## src/shared/opbc_pkg.sv

```systemverilog
package opbc_pkg;

	// clock and derived timing
	localparam int unsigned CLK_PERIOD_NS = 25;
	// least width of a program pulse, normal and fast timing
	localparam int unsigned PROG_PULSE_NS = 10000;
	localparam int unsigned PROG_PULSE_FAST_NS = 5000;
	// least settle time before a verify read is trusted
	localparam int unsigned READ_SETTLE_NS = 100;
	// least times round up to whole cycles
	localparam int unsigned PULSE_CYCLES =
		(PROG_PULSE_NS + CLK_PERIOD_NS - 1) / CLK_PERIOD_NS;
	localparam int unsigned PULSE_FAST_CYCLES =
		(PROG_PULSE_FAST_NS + CLK_PERIOD_NS - 1) / CLK_PERIOD_NS;
	// two synchroniser stages are added on top of the settle time
	localparam int unsigned SETTLE_CYCLES =
		(READ_SETTLE_NS + CLK_PERIOD_NS - 1) / CLK_PERIOD_NS + 2;
	localparam int unsigned CNT_W = 16;

	// register byte addresses
	localparam logic [31:0] MODE_OFFSET = 32'h4000_8000;
	localparam logic [31:0] PCTRL_OFFSET = 32'h4000_8004;
	localparam logic [31:0] STATUS_OFFSET = 32'h4000_8008;

	// reset values
	localparam logic [31:0] PCTRL_RESET = 32'h0000_0000;
	localparam logic [31:0] STATUS_RESET = 32'h0000_0000;
	localparam logic [31:0] RDATA_RESET = 32'h0000_0000;

	// mode register fields
	localparam int unsigned MODE_FIELD_LSB = 0;
	localparam int unsigned MODE_FAST_BIT = 8;

	// bit program control fields
	localparam int unsigned PC_EN_U_BIT = 27;
	localparam int unsigned PC_TGT_U_BIT = 26;
	localparam int unsigned PC_EN_L_BIT = 25;
	localparam int unsigned PC_TGT_L_BIT = 24;
	localparam int unsigned PC_BSEL_U_BIT = 23;
	localparam int unsigned PC_POS_U_LSB = 20;
	localparam int unsigned PC_BSEL_L_BIT = 19;
	localparam int unsigned PC_POS_L_LSB = 16;
	localparam int unsigned PC_WADDR_LSB = 0;
	localparam int unsigned WADDR_W = 13;

	// status fields
	localparam int unsigned ST_WORDS_LSB = 16;
	localparam int unsigned ST_TERR_U_BIT = 15;
	localparam int unsigned ST_TERR_L_BIT = 14;
	localparam int unsigned ST_PERR_U_BIT = 13;
	localparam int unsigned ST_PERR_L_BIT = 12;
	localparam int unsigned ST_FIFO_LSB = 8;
	localparam int unsigned ST_AUTO_RDY_BIT = 4;
	localparam int unsigned ST_TERR_BIT = 3;
	localparam int unsigned ST_TRDY_BIT = 2;
	localparam int unsigned ST_PERR_BIT = 1;
	localparam int unsigned ST_PRDY_BIT = 0;
	localparam int unsigned FIFO_CNT_W = 4;

	// operating modes
	typedef enum logic [2:0] {
		standby_mode = 3'h0,
		manual_read_mode = 3'h1,
		manual_program_mode = 3'h2,
		auto_read_mode = 3'h3,
		auto_program_mode = 3'h4,
		test_mode_a = 3'h5,
		test_mode_b = 3'h6,
		test_mode_c = 3'h7
	} opbc_mode_t;

	// bank sequencer states, one-hot
	typedef enum logic [3:0] {
		BK_IDLE = 4'h1,
		BK_PULSE = 4'h2,
		BK_SETTLE = 4'h4,
		BK_CHECK = 4'h8
	} opbc_bank_state_t;

endpackage

```

## src/design/opbc_bank_prog.sv

```systemverilog
// one bank's program-and-verify sequencer
module opbc_bank_prog #(
	parameter int unsigned PULSE_CYC = opbc_pkg::PULSE_CYCLES,
	parameter int unsigned PULSE_FAST_CYC = opbc_pkg::PULSE_FAST_CYCLES,
	parameter int unsigned SETTLE_CYC = opbc_pkg::SETTLE_CYCLES
) (
	// clock and reset
	input wire logic clk_i,
	input wire logic rst_i,
	// request
	input wire logic start_i,
	input wire logic enable_i,
	input wire logic target_i,
	input wire logic fast_i,
	// synchronised readback of the selected cell bit
	input wire logic cell_bit_i,
	// results
	output logic busy_o,
	output logic error_o,
	output logic prog_o
);
	import opbc_pkg::*;

	// refuse empty counts, and normal pulse or settle counts the counter cannot hold
	if (PULSE_CYC < 1 || PULSE_FAST_CYC < 1 || SETTLE_CYC < 3 ||
		PULSE_CYC >= (1 << CNT_W) || SETTLE_CYC >= (1 << CNT_W)) begin
		$error("opbc_bank_prog: cycle count out of range");
	end

	typedef struct packed {
		opbc_bank_state_t state;
		logic [CNT_W-1:0] cnt;
		logic target;
		logic err;
		logic prog;
	} opbc_bank_st_t;

	opbc_bank_st_t cur_ff; // registered state
	opbc_bank_st_t nxt_cur; // next state

	// sequencer: an enabled bank pulses only when a one is wanted, then always verifies
	always_comb begin
		nxt_cur = cur_ff;
		case (cur_ff.state)
			BK_IDLE: begin
				if (start_i) begin
					// a new request clears the old verdict
					nxt_cur.err = 1'b0;
					nxt_cur.target = target_i;
					if (!enable_i) begin
						// disabled bank is left untouched
						nxt_cur.state = BK_IDLE;
					end else if (target_i) begin
						nxt_cur.state = BK_PULSE;
						nxt_cur.prog = 1'b1;
						nxt_cur.cnt = fast_i ? CNT_W'(PULSE_FAST_CYC - 1)
							: CNT_W'(PULSE_CYC - 1);
					end else begin
						// a zero cannot be burnt: verify only
						nxt_cur.state = BK_SETTLE;
						nxt_cur.cnt = CNT_W'(SETTLE_CYC - 1);
					end
				end
			end
			BK_PULSE: begin
				if (cur_ff.cnt == '0) begin
					nxt_cur.prog = 1'b0;
					nxt_cur.state = BK_SETTLE;
					nxt_cur.cnt = CNT_W'(SETTLE_CYC - 1);
				end else begin
					nxt_cur.cnt = cur_ff.cnt - 1'b1;
				end
			end
			BK_SETTLE: begin
				// waits out cell settling and the readback synchroniser
				if (cur_ff.cnt == '0) begin
					nxt_cur.state = BK_CHECK;
				end else begin
					nxt_cur.cnt = cur_ff.cnt - 1'b1;
				end
			end
			BK_CHECK: begin
				// bit must hold the target once the sequence ends
				nxt_cur.err = (cell_bit_i != cur_ff.target);
				nxt_cur.state = BK_IDLE;
			end
			default: begin
				nxt_cur.state = BK_IDLE;
				nxt_cur.prog = 1'b0;
			end
		endcase
	end

	// state register
	always_ff @(posedge clk_i) begin
		if (rst_i) begin
			cur_ff <= '{state: BK_IDLE, cnt: '0, target: 1'b0,
				err: 1'b0, prog: 1'b0};
		end else begin
			cur_ff <= nxt_cur;
		end
	end

	assign busy_o = (cur_ff.state != BK_IDLE);
	assign error_o = cur_ff.err;
	assign prog_o = cur_ff.prog;

endmodule

```

## src/design/opbc_bitprog.sv

```systemverilog
// Design decision made here: the address-and-strobe port.
module opbc_bitprog (
	// clock and reset
	input wire logic CLK_I,
	input wire logic SYS_RST_I,
	// register port
	input wire logic [31:0] REG_ADDR_I,
	input wire logic [31:0] REG_WDATA_I,
	input wire logic REG_WR_I,
	input wire logic REG_RD_I,
	output logic [31:0] REG_RDATA_O,
	// state reported by the rest of the controller
	input wire logic [opbc_pkg::WADDR_W-1:0] WORDS_REMAINING_I,
	input wire logic [opbc_pkg::FIFO_CNT_W-1:0] FIFO_WORD_COUNT_I,
	input wire logic TEST_ERR_UPPER_I,
	input wire logic TEST_ERR_LOWER_I,
	input wire logic TEST_ERROR_SUMMARY_I,
	input wire logic TEST_READY_I,
	// upper macrocell bank
	output logic [opbc_pkg::WADDR_W:0] CELL_UPPER_ADDR_O,
	output logic [2:0] CELL_UPPER_BIT_O,
	output logic CELL_UPPER_PROG_O,
	input wire logic [7:0] CELL_UPPER_RDATA_I,
	// lower macrocell bank
	output logic [opbc_pkg::WADDR_W:0] CELL_LOWER_ADDR_O,
	output logic [2:0] CELL_LOWER_BIT_O,
	output logic CELL_LOWER_PROG_O,
	input wire logic [7:0] CELL_LOWER_RDATA_I,
	// current operating mode, for the rest of the controller
	output logic [2:0] MODE_O
);
	import opbc_pkg::*;

	// whole state of the block, apart from the two bank sequencers
	typedef struct packed {
		opbc_mode_t mode; // operating mode
		logic fast; // fast program timing
		logic en_u; // upper_bank_prog_enable
		logic tgt_u; // upper_bank_target_value
		logic en_l; // lower_bank_prog_enable
		logic tgt_l; // lower_bank_target_value
		logic bsel_u; // upper_byte_select
		logic [2:0] pos_u; // upper_bit_position
		logic bsel_l; // lower_byte_select
		logic [2:0] pos_l; // lower_bit_position
		logic [WADDR_W-1:0] waddr; // program_word_address
		logic start; // one-cycle request to both banks
		logic [7:0] sync1_u; // readback synchroniser, stage one
		logic [7:0] sync2_u; // readback synchroniser, stage two
		logic [7:0] sync1_l;
		logic [7:0] sync2_l;
		logic [WADDR_W-1:0] words; // words_remaining snapshot
		logic [FIFO_CNT_W-1:0] fifo; // fifo_word_count snapshot
		logic terr_u; // upper_test_error
		logic terr_l; // lower_test_error
		logic terr; // test_error_summary
		logic tready; // test mode idle
		logic [31:0] rdata; // read answer
	} opbc_top_st_t;

	opbc_top_st_t cur_ff; // registered state
	opbc_top_st_t nxt_cur; // next state

	logic [1:0] bank_busy; // index 1 upper, 0 lower
	logic [1:0] bank_err;
	logic [1:0] bank_prog;
	logic [1:0] bank_bit; // synchronised cell bit at the selected position
	logic prog_ready; // no bank sequencer running
	logic prog_error_summary;

	// exact word address match, used by every decode
	function automatic logic hit(input logic [31:0] a,
		input logic [31:0] off);
		hit = (a == off);
	endfunction

	// pick one bit of a byte by its position
	function automatic logic pick_bit(input logic [7:0] b,
		input logic [2:0] pos);
		pick_bit = b[pos];
	endfunction

	// bit program control as software reads it back
	function automatic logic [31:0] pctrl_word(input opbc_top_st_t s);
		logic [31:0] w;
		w = 32'h0000_0000; // reserved bits read zero
		w[PC_EN_U_BIT] = s.en_u;
		w[PC_TGT_U_BIT] = s.tgt_u;
		w[PC_EN_L_BIT] = s.en_l;
		w[PC_TGT_L_BIT] = s.tgt_l;
		w[PC_BSEL_U_BIT] = s.bsel_u;
		w[PC_POS_U_LSB +: 3] = s.pos_u;
		w[PC_BSEL_L_BIT] = s.bsel_l;
		w[PC_POS_L_LSB +: 3] = s.pos_l;
		w[PC_WADDR_LSB +: WADDR_W] = s.waddr;
		pctrl_word = w;
	endfunction

	// a mode change must pass through standby
	function automatic logic mode_move_ok(input opbc_mode_t from,
		input logic [2:0] to);
		mode_move_ok = (from == standby_mode) ||
			(to == 3'(standby_mode));
	endfunction

	assign prog_ready = ~|bank_busy;
	assign prog_error_summary = |bank_err;

	// register writes, start of a request, snapshots and read answer
	always_comb begin
		logic [31:0] st;
		st = STATUS_RESET;
		nxt_cur = cur_ff;
		nxt_cur.start = 1'b0;

		// readback passes two flip-flops before any logic sees it
		nxt_cur.sync1_u = CELL_UPPER_RDATA_I;
		nxt_cur.sync2_u = cur_ff.sync1_u;
		nxt_cur.sync1_l = CELL_LOWER_RDATA_I;
		nxt_cur.sync2_l = cur_ff.sync1_l;

		// same-clock status inputs, held in flops so they reset to zero, test ready to one
		nxt_cur.words = WORDS_REMAINING_I;
		nxt_cur.fifo = FIFO_WORD_COUNT_I;
		nxt_cur.terr_u = TEST_ERR_UPPER_I;
		nxt_cur.terr_l = TEST_ERR_LOWER_I;
		nxt_cur.terr = TEST_ERROR_SUMMARY_I;
		nxt_cur.tready = TEST_READY_I;

		if (REG_WR_I) begin
			if (hit(REG_ADDR_I, MODE_OFFSET)) begin
				// a move between two active modes is refused,
				// and no mode change while a bit is being burnt
				if (prog_ready && mode_move_ok(cur_ff.mode,
					REG_WDATA_I[MODE_FIELD_LSB +: 3])) begin
					nxt_cur.mode =
						opbc_mode_t'(REG_WDATA_I[MODE_FIELD_LSB +: 3]);
					nxt_cur.fast = REG_WDATA_I[MODE_FAST_BIT];
				end
			end else if (hit(REG_ADDR_I, PCTRL_OFFSET)) begin
				// fields are frozen while a request is in flight so the
				// cell address cannot move under a program pulse
				if (prog_ready && !cur_ff.start) begin
					nxt_cur.en_u = REG_WDATA_I[PC_EN_U_BIT];
					nxt_cur.tgt_u = REG_WDATA_I[PC_TGT_U_BIT];
					nxt_cur.en_l = REG_WDATA_I[PC_EN_L_BIT];
					nxt_cur.tgt_l = REG_WDATA_I[PC_TGT_L_BIT];
					nxt_cur.bsel_u = REG_WDATA_I[PC_BSEL_U_BIT];
					nxt_cur.pos_u = REG_WDATA_I[PC_POS_U_LSB +: 3];
					nxt_cur.bsel_l = REG_WDATA_I[PC_BSEL_L_BIT];
					nxt_cur.pos_l = REG_WDATA_I[PC_POS_L_LSB +: 3];
					nxt_cur.waddr =
						REG_WDATA_I[PC_WADDR_LSB +: WADDR_W];
					// only manual program mode turns a write into a burn
					nxt_cur.start =
						(cur_ff.mode == manual_program_mode);
				end
			end
			// other addresses and the status word take no write
		end

		// status word assembly
		st[ST_WORDS_LSB +: WADDR_W] = cur_ff.words;
		st[ST_TERR_U_BIT] = cur_ff.terr_u;
		st[ST_TERR_L_BIT] = cur_ff.terr_l;
		st[ST_PERR_U_BIT] = bank_err[1];
		st[ST_PERR_L_BIT] = bank_err[0];
		st[ST_FIFO_LSB +: FIFO_CNT_W] = cur_ff.fifo;
		st[ST_AUTO_RDY_BIT] = 1'b1; // automatic modes live elsewhere
		st[ST_TERR_BIT] = cur_ff.terr;
		st[ST_TRDY_BIT] = cur_ff.tready;
		// the request flop counts as busy so ready never glitches high
		st[ST_PRDY_BIT] = prog_ready & ~cur_ff.start;
		st[ST_PERR_BIT] = prog_error_summary;

		// read answer stands only in the cycle after the strobe
		nxt_cur.rdata = RDATA_RESET;
		if (REG_RD_I) begin
			if (hit(REG_ADDR_I, MODE_OFFSET)) begin
				nxt_cur.rdata[MODE_FIELD_LSB +: 3] = cur_ff.mode;
				nxt_cur.rdata[MODE_FAST_BIT] = cur_ff.fast;
			end else if (hit(REG_ADDR_I, PCTRL_OFFSET)) begin
				nxt_cur.rdata = pctrl_word(cur_ff);
			end else if (hit(REG_ADDR_I, STATUS_OFFSET)) begin
				nxt_cur.rdata = st; // bits 31:29 and 7:5 stay zero
			end else begin
				// unmapped address answers zero
				nxt_cur.rdata = RDATA_RESET;
			end
		end
	end

	// state register
	always_ff @(posedge CLK_I) begin
		if (SYS_RST_I) begin
			cur_ff <= '{mode: standby_mode, fast: 1'b0,
				en_u: 1'b0, tgt_u: 1'b0, en_l: 1'b0, tgt_l: 1'b0,
				bsel_u: 1'b0, pos_u: 3'h0, bsel_l: 1'b0, pos_l: 3'h0,
				waddr: '0, start: 1'b0,
				sync1_u: 8'h00, sync2_u: 8'h00,
				sync1_l: 8'h00, sync2_l: 8'h00,
				words: '0, fifo: '0,
				terr_u: 1'b0, terr_l: 1'b0, terr: 1'b0, tready: 1'b1,
				rdata: RDATA_RESET};
		end else begin
			cur_ff <= nxt_cur;
		end
	end

	// one sequencer per bank; both start on the same request
	for (genvar b = 0; b < 2; b++) begin : g_bank
		// the selected bit is read from the second sync stage only
		assign bank_bit[b] = (b == 1)
			? pick_bit(cur_ff.sync2_u, cur_ff.pos_u)
			: pick_bit(cur_ff.sync2_l, cur_ff.pos_l);

		opbc_bank_prog #(
			.PULSE_CYC(PULSE_CYCLES),
			.PULSE_FAST_CYC(PULSE_FAST_CYCLES),
			.SETTLE_CYC(SETTLE_CYCLES)
		) u_bank (
			.clk_i(CLK_I),
			.rst_i(SYS_RST_I),
			.start_i(cur_ff.start),
			.enable_i((b == 1) ? cur_ff.en_u : cur_ff.en_l),
			.target_i((b == 1) ? cur_ff.tgt_u : cur_ff.tgt_l),
			.fast_i(cur_ff.fast),
			.cell_bit_i(bank_bit[b]),
			.busy_o(bank_busy[b]),
			.error_o(bank_err[b]),
			.prog_o(bank_prog[b])
		);
	end

	// cell address: word address then byte select, so byte 1 is odd
	assign CELL_UPPER_ADDR_O = {cur_ff.waddr, cur_ff.bsel_u};
	assign CELL_LOWER_ADDR_O = {cur_ff.waddr, cur_ff.bsel_l};
	assign CELL_UPPER_BIT_O = cur_ff.pos_u;
	assign CELL_LOWER_BIT_O = cur_ff.pos_l;
	assign CELL_UPPER_PROG_O = bank_prog[1];
	assign CELL_LOWER_PROG_O = bank_prog[0];
	assign REG_RDATA_O = cur_ff.rdata;
	assign MODE_O = cur_ff.mode;

endmodule

```

## config.mk

```make
export PLATFORM = sky130hd
export DESIGN_NAME = opbc_bitprog
export DESIGN_NICKNAME = d
export VERILOG_FILES = /design/src/shared/opbc_pkg.sv /design/src/design/opbc_bank_prog.sv /design/src/design/opbc_bitprog.sv
export SDC_FILE = /design/constraint.sdc
export NUM_CORES = 1
export LEC_CHECK = 0
export BUFFER_PORTS_ARGS = -buffer_cell sky130_fd_sc_hd__buf_2
export CELL_PAD_IN_SITES_DETAIL_PLACEMENT = 1
export CELL_PAD_IN_SITES_GLOBAL_PLACEMENT = 1
export CORE_UTILIZATION = 30
export DETAILED_ROUTE_END_ITERATION = 8
export HOLD_SLACK_MARGIN = 0.03
export PLACE_DENSITY = 0.7
export SLEW_MARGIN = 25
export SYNTH_ARGS = -nofsm -noshare
export SYNTH_HDL_FRONTEND = slang
export SYNTH_SLANG_ARGS = --single-unit
```

## constraint.sdc

```tcl
create_clock -name CLK_I -period 2.5 [get_ports CLK_I]
set_clock_uncertainty 0.1 [all_clocks]
set_input_delay 0.375 -clock CLK_I [delete_from_list [all_inputs] [get_ports CLK_I]]
set_output_delay 0.375 -clock CLK_I [all_outputs]
set_load 0.005 [all_outputs]
```

* After elaboration in Yosys (flattened, before gate mapping) *
Index checks and enable logic that the tools add are counted.

storage, ports and cells
  latch bits = 0
  output and inout port bits = 71
  bits in writable memories = 0
  input port bits = 105
  flip-flop bits (word level) = 161
  bits in read-only memories = 0
  memories = 0
  logic and storage cells = 151

cells by class
  multipliers = 0
  $lt $le $gt $ge = 2
  shift-type cells = 0
  bitwise operators = 10
  divide/modulo/power cells = 0
  reductions and logical operators = 34
  equality and inequality tests = 28
  add/subtract/negate cells = 2
  mux-type cells = 39

operators with widths
  kind                     count
  $eq A32 B31 Y1 const B   3
  $mux W16                 6
  $pmux W16 S3             2
  $mux W28                 2
  $mux W23                 2
  $mux W19                 2
  $logic_not A16 Y1        2
  $sub A16 B1 Y16 const B  2
  $mux W4                  6
  $pmux W4 S3              2
  $ne A2 B2 Y1 const B     8
  $reduce_and A4 Y1        3
  $reduce_and A5 Y1        2
  $reduce_or A2 Y1         5
  $reduce_or A5 Y1         2
  $mux W1                  9
  $mux W9                  1
  $not A1 Y1               9
  $reduce_and A3 Y1        3
  $eq A4 B1 Y1 const B     2
  $eq A4 B2 Y1 const B     2
  $eq A4 B3 Y1 const B     2
  $eq A4 B4 Y1 const B     2
  $lt A3 B4 Y1 const B     2
  other kinds (18)         34

* Depth between registers and ports, before layout *
Gate-level depths: netlist of the first run.

  depth in word-level cells = 7
  mapped depth = 9
  depth with buffers taken out = 7

* Modules after synthesis *
A second synthesis of the first run with hierarchy kept.

second synthesis, totals
  cells, all modules = 760
  area, all modules = 7,055.5 um^2

modules (own cells, without submodules)
  module                             cells an instance  area each (um^2)  instances  seq. area each (um^2)
  opbc_bitprog                       431                4,416.7           1          2,242.2
  opbc_bank_prog (g_bank[1].u_bank)  171                1,352.5           1          460.4
  opbc_bank_prog (g_bank[0].u_bank)  158                1,286.2           1          460.4

* Worst setup path after synthesis of the first run *
OpenSTA, ideal clock, no wires.

  path kind = flip-flop to flip-flop
  start point = register g_bank[0].u_bank.cur_ff[3] in the netlist's numbering
  end point = register g_bank[0].u_bank.cur_ff[7] in the netlist's numbering
  setup slack = 0.342 ns
  clock period less this slack = 2.158 ns
  cell stages (with the launch flop) = 9
  library setup time = 0.117 ns
  data required time = 2.283 ns
  path buffers = 1
  data arrival time = 1.941 ns
  path through = dfxtp_1 -> inv_1 -> ha_1 -> or3b_4 -> nor4_4 -> buf_4 -> a31oi_2 -> a211o_1 -> a32o_1

on the way
  cells in the longest elaborated chain, start to end = 3
  elaborated cells between the ends (all ways) = 7
  those cells by class = add/sub: 1; eq/ne: 1; mux: 3; reduce/logical: 2

RTL lines
  what                                                         line                   source
  from (decl)                                                  opbc_bank_prog.sv:38   opbc_bank_st_t cur_ff;
  from (signal assigned)                                       opbc_bank_prog.sv:97   cur_ff <= '{state: BK_IDLE, cnt: '0, target: 1'b0,
  from (signal assigned)                                       opbc_bank_prog.sv:100  cur_ff <= nxt_cur;
  $sub A16 B1 Y16 / $logic_not A16 Y1 (equally long branches)  --
  $mux W16, or another cell as far along                       opbc_bank_prog.sv:76   if (cur_ff.cnt == '0) begin
  $pmux W16 S3 / $reduce_and A4 Y1 (equally long branches)     --

Several ways; a longest one is shown, not always the timed one. The select of a mux whose other input is x is not followed.
A chain may end at the register's enable or synchronous reset.

* Worst setup path in the final report of the first run *
  start point = register g_bank[0].u_bank.cur_ff[4] in the netlist's numbering
  end point = register g_bank[0].u_bank.cur_ff[15] in the netlist's numbering

The elaborated chain is that of the path after synthesis.

==> impl_results.md, run 1 <==
- Status: completed
- CTS Buf Count: 17
- Core footprint: 22850 sq um
- Power density over the cells: 642.8 nW/um^2
- Port bufs: 165
- Area growth syn-to-layout: 18.92%
- Synth Register Bits: 158
- Largest net degree at the start of global routing: 117
- Die X: 155.5 um
- Fillcell total: 2681
- Antenna viol nets, final: 0
- CTS tree: done
- Pre-CTS worst setup slack: 0.1561 ns
- Cell mode on critical path: buf_4
- Drt wl/cell: 15.84 um
- RSZ-0062 raised after global routing: true
- Seq/Total Area, Yosys: 0.4474
- Drt total wl: 18150 um
- Layout cells sized above 1: 0.3101
- HPWL Detailed: 13210 um
- Fin crit period: 2.364 ns
- Worst Path Buf+Inv: 3
- CP max stage delay: 0.43 ns
- Min-delay worst type: input port to flip-flop
- Async SR Flop Fraction: 0
- Max-Cap Viols: 0
- Synth cell types: 84
- Most frequent cell after synthesis: dfxtp_1
- Initial Utilization: 0.3095
- P_leak: 0.003501 uW
- DR vias/cell: 4.791
- Worst-Margin Slew: 0.5734 ns
- Synth top area cells: dfxtp_1, buf_4, mux2i_1, nor2b_1, nor2_1
- DRC: 0
- Post-synth top flop: dfxtp_1
- Slew HR: 0.6125
- Crit share post-route: 0.9458
- Clk_lat worst skew: 0.43 ns
- Fin util: 0.3680
- Routability Congestion: 0.7851
- Setup violations, final: 0
- Final net count: 927
- Fin. Hold Viols: 0
- H-tree levels: 4
- Avg Synthesized Cell Area: 9.889 sq um
- Drt pass-1 iters: 4
- VDD IR max: 0.3968 mV
- Mapped Area: 7071 sq um
- Clock slew at reported path FFs: 0.07 ns
- Die Y: 155.5 um
- Most area-hungry cell type in the Yosys netlist: dfxtp_1
- Die area: 24190 sq um
- Worst-path fanout max: 14
- Final Max Slew Viols: 0
- Cells after Synth: 715
- GRT Total Usage: 0.1518
- Setup WS post-layout: 0.1356 ns
- CP cell instances: inv_1, ha_1, or3b_4, nor4_4, buf_4, a21oi_2, buf_4, a41oi_1, a211oi_1
- Crit path max-delay family: simple AND/OR/NAND/NOR gates
- Arr. time, crit path: 2.55 ns
- CTS Sinks: 158
- IO Count: 176
- Initial antenna violation count: 1
- Crit. End Element: flip-flop
- Root buf cell: clkbuf_16
- Post-synth EDFFs: 0
- Rows: 55
- GRT Residual Overflow: 0
- Top cells by count, synth: dfxtp_1, buf_4, nor2_1, nor2b_1, mux2i_1
- Crit path required time: 2.69 ns
- Initial DRC Count: 240
- Yosys warns: 0
- Total number of vias: 5490
- Top-area cell type share of the netlist area: 0.4474
- CTS Buffer Depth: 2
- Vias in the first global route: 5621
- Max frequency: 422.9 MHz
- CP max-delay cell: or3b_4
- Worst setup path class: flip-flop to flip-flop
- Setup crit start kind: flip-flop
- First-pass GRT wire length: 28880 um
## report_power, final
part	internal (uW)	total [uW]	switching, uW
Sequential	2560	2570	9.93
Clock	1450	2660	1210
Combinational	96.0	182	86.2
Total	4100	5400	1300
## kinds of logic after synthesis
logic type                 Yosys count  synth area share
muxes                               39           0.06229
and+or+nand+nor                    252            0.2214
AOI/OAI and AO/OA                  129            0.1359
adders and majority gates            3          0.005309
DFF                                158            0.4474
buffers and inverters              126            0.1186
other                                1         0.0005304
xor gates and xnor gates             7          0.008671
## layout make-up
class | count | area, sq um | share of cell area
timing repair buffer | 190 | 1069 | 0.1271
tap | 313 | 391.6 | 0.04658
inverter | 19 | 71.32 | 0.008482
antenna | 1 | 2.502 | 0.0002976
sequential | 158 | 3164 | 0.3763
clock inverter | 15 | 190.2 | 0.02262
multi-input combinational | 433 | 3094 | 0.3680
clock buffer | 17 | 425.4 | 0.05060
## layout by cell type, fill, tap and decap left out, types with 15 or more instances in the layout
cell type  Yosys  layout
a21oi_1       27      27
mux2i_1       35      35
nand3_1       15      15
nor2_1        62      62
inv_1         19      19
a22o_1        17      17
dfxtp_1      158     157
nor2b_1       56      56
nand2_1       24      24
buf_4         78      21
buf_2          2     164
clkbuf_16      0      17
## what timing repair did
action / CTS / global route
buffers inserted: 0 / 0
setup endpoints to repair: 0 / 4
hold buffers: 1 / 0
resized for setup: 0 / 2
hold endpoints to repair: 1 / 0
## worst reg2reg max path, cell delays in order, from the launching register on
cell and delay (ns):
dfxtp_1 0.33, inv_1 0.09, ha_1 0.17, or3b_4 0.43, nor4_4 0.31, buf_4 0.22, a21oi_2 0.06, buf_4 0.21
a41oi_1 0.24, a211oi_1 0.08
## flip-flops by register name (all words and copies together) (netlist names), 3 cells and up
name and flops:
CELL_LOWER_BIT_O 3, REG_RDATA_O 29, CELL_UPPER_BIT_O 3, CELL_LOWER_ADDR_O 14, MODE_O 3, g_bank.u_bank.cur_ff 42
cur_ff 59
## per-stage QoR
step,hold WS (ns),cells,instance area (sq um),total power (uW),setup TNS [ns]
after CTS,0.03554,1145,8396,5483,0
final,0.04841,1146,8408,5405,0
after floorplan,0.3057,717,7078,2708,0
after global placement,0.3077,1112,7770,2803,0
after detailed placement,0.3195,1112,7770,2810,0
after global routing,0.04388,1145,8406,5603,-0.004092
## worst paths after layout
path / from / depth (start not counted) / endpoint / slack (ns)
worst max-delay path: g_bank[0].u_bank.cur_ff[4] / 9 / g_bank[0].u_bank.cur_ff[15] / 0.14
worst min-delay path: CELL_LOWER_RDATA_I[4] / 2 / cur_ff[65] / 0.05
worst max register to register: g_bank[0].u_bank.cur_ff[4] / 9 / g_bank[0].u_bank.cur_ff[15] / 0.14
worst min register to register: cur_ff[34] / 1 / REG_RDATA_O[14] / 0.33
## per-layer routing
metal / vias to the layer above / global-route usage / routed length [um]
li1: 2682 / - / -
met1: 2660 / 0.1896 / 8179
met2: 126 / 0.2590 / 9032
met3: 20 / 0.03259 / 733
met4: 2 / 0.04949 / 196
met5: - / 0 / 10
No activity file was read; power rests on OpenSTA's default activity.
==> run 2: changes to the inputs <==
==> constraint.sdc (replaced) <==
create_clock -name CLK_I -period 2.5 [get_ports CLK_I]
set_clock_uncertainty 0.1 [all_clocks]
set_input_delay 0.25 -clock CLK_I [delete_from_list [all_inputs] [get_ports CLK_I]]
set_output_delay 0.25 -clock CLK_I [all_outputs]
set_load 0.005 [all_outputs]
==> run 2 against run 1 <==
Against the previous run: sequential power hardly changed; flip-flop and latch count unchanged; largest power group is now registers; clock power down 3%.
==> impl_results.md, run 2 (synthesis gave the netlist of run 1 again) <==
- Status: completed
- Worst-Margin Slew: 0.6155 ns
- CP max-delay cell: dfxtp_1
- Die X: 155.5 um
- Min-delay worst type: input port to flip-flop
- Drt wl/cell: 16.18 um
- Slew HR: 0.5863
- Setup crit start kind: flip-flop
- CP cell instances: xnor2_1, or3_1, a31oi_2, buf_4, o21ai_0, a311oi_1
- H-tree levels: 4
- Storage cell area: 3163 sq um
- Layout cells sized above 1: 0.2889
- Area growth syn-to-layout: 27.09%
- VDD IR max: 0.4082 mV
- Worst Path Buf+Inv: 1
- Drt total wl: 19510 um
- CTS Buffer Depth: 2
- Crit path required time: 2.74 ns
- Clock slew at reported path FFs: 0.07 ns
- Fin crit period: 2.355 ns
- Drt pass-1 iters: 4
- Net Sw Power: 1348 uW
- Port bufs: 165
- Final net count: 988
- Area occupied by multi-input gates: 3089 sq um
- Largest reg by FF count: cur_ff
- Max-Cap Viols: 0
- Die area: 24190 sq um
- Pint: 4054 uW
- Crit share post-route: 0.9418
- RSZ-0062 raised after global routing: true
- Sw Ratio: 0.2495
- Rows: 55
- First-pass GRT wire length: 30780 um
- HPWL Detailed: 12850 um
- Initial DRC Count: 239
- Vias in the first global route: 5939
- Max frequency: 424.7 MHz
- Root buf cell: clkbuf_16
- Final Max Slew Viols: 0
- CP max stage delay: 0.53 ns
- GRT Total Usage: 0.1613
- Most frequent cells in the layout: buf_2, dfxtp_1, nor2_1, dlygate4sd3_1, nor2b_1
- IO Count: 176
- Largest net degree at the start of global routing: 117
- Crit path max-delay family: compound AO/OA/AOI/OAI gates
- P_leak: 0.003739 uW
- Clk_lat worst skew: 0.43 ns
- Commonest non-fill, non-tap cell in the layout: buf_2
- Largest register FFs: 59
- Clock power share: 0.476
- Setup_tns: 0 ns
- Power density over the cells: 601.1 nW/um^2
- Logic pwr share: 0.049
- GRT Residual Overflow: 0
- CTS Sinks: 158
- Initial antenna violation count: 0
- Final Cell Area: 8986 sq um
- Diodes inserted: 0
- Initial Utilization: 0.3095
- Core footprint: 22850 sq um
- Fin. Hold Viols: 0
- Sequential Power Share: 0.475
- Worst-path fanout max: 9
- Antenna viol nets, final: 0
- Worst setup path class: flip-flop to flip-flop
- Post-CTS setup buffers: 0
- Fillcell total: 2676
- Dpl cell area: 7770 sq um
- CTS tree: done
- DRC: 0
- CTS Buf Count: 17
- Setup violations, final: 0
- DR vias/cell: 4.783
- Routability Congestion: 0.8034
- Crit. End Element: flip-flop
- Arr. time, crit path: 2.59 ns
- Total number of vias: 5768
- Die Y: 155.5 um
==> run 2: final timing paths <==
check / from / to / slack, ns / depth (start not counted)
setup / recovery: g_bank[0].u_bank.cur_ff[20] / g_bank[0].u_bank.cur_ff[17] / 0.15 / 6
hold reg to reg: cur_ff[64] / cur_ff[56] / 0.34 / 1
hold / removal: REG_WR_I / cur_ff[85] / 0.11 / 4
setup reg to reg: g_bank[0].u_bank.cur_ff[20] / g_bank[0].u_bank.cur_ff[17] / 0.15 / 6
==> run 2: metal layers <==
layer / track usage / share of wire / up-vias
li1: - / - / 2798
met1: 0.1932 / 0.44 / 2798
met2: 0.2859 / 0.51 / 148
met3: 0.03064 / 0.039 / 24
met4: 0.05742 / 0.018 / 0
met5: 0 / 0 / -
==> run 2: power by group through the flow <==
stage	logic, uW	clock network (uW)	registers, uW
2_1_floorplan	86.8	0	2620
3_3_place_gp	180	0	2620
3_5_place_dp	183	0	2630
4_1_cts	263	2620	2570
5_1_grt	286	2710	2570
6_report	265	2570	2570
==> run 2: through the flow <==
step	instances	setup WS, ns	hold WS, ns	util	power [uW]
after global routing	1206	-0.008989	0.1318	0.3933	5570
after CTS	1206	0.1465	0.09080	0.3932	5452
after detailed placement	1112	0.1397	0.3175	0.3401	2809
after floorplan	717	0.3421	0.2538	-	2708
final	1206	0.1454	0.1082	0.3933	5402
after global placement	1112	0.1656	0.3077	0.3401	2803
==> run 2: cell type report <==
cell class,instances,area share
sequential,158,0.3520
multi-input combinational,433,0.3438
timing repair buffer,251,0.1869
clock buffer,17,0.04734
tap,313,0.04358
clock inverter,15,0.01852
inverter,19,0.007937
==> run 2: tightest hold or removal path, delay by kind of cell <==
family        cells  cell delay, ns
simple gates      2            0.18
buf+inv           2            0.16
==> run 2: timing repair <==
| action | in CTS | in global routing |
|---|---|---|
| setup endpoints to repair | 0 | 2 |
| resized for setup | 0 | 1 |
| hold buffers | 62 | 0 |
| hold endpoints to repair | 66 | 0 |
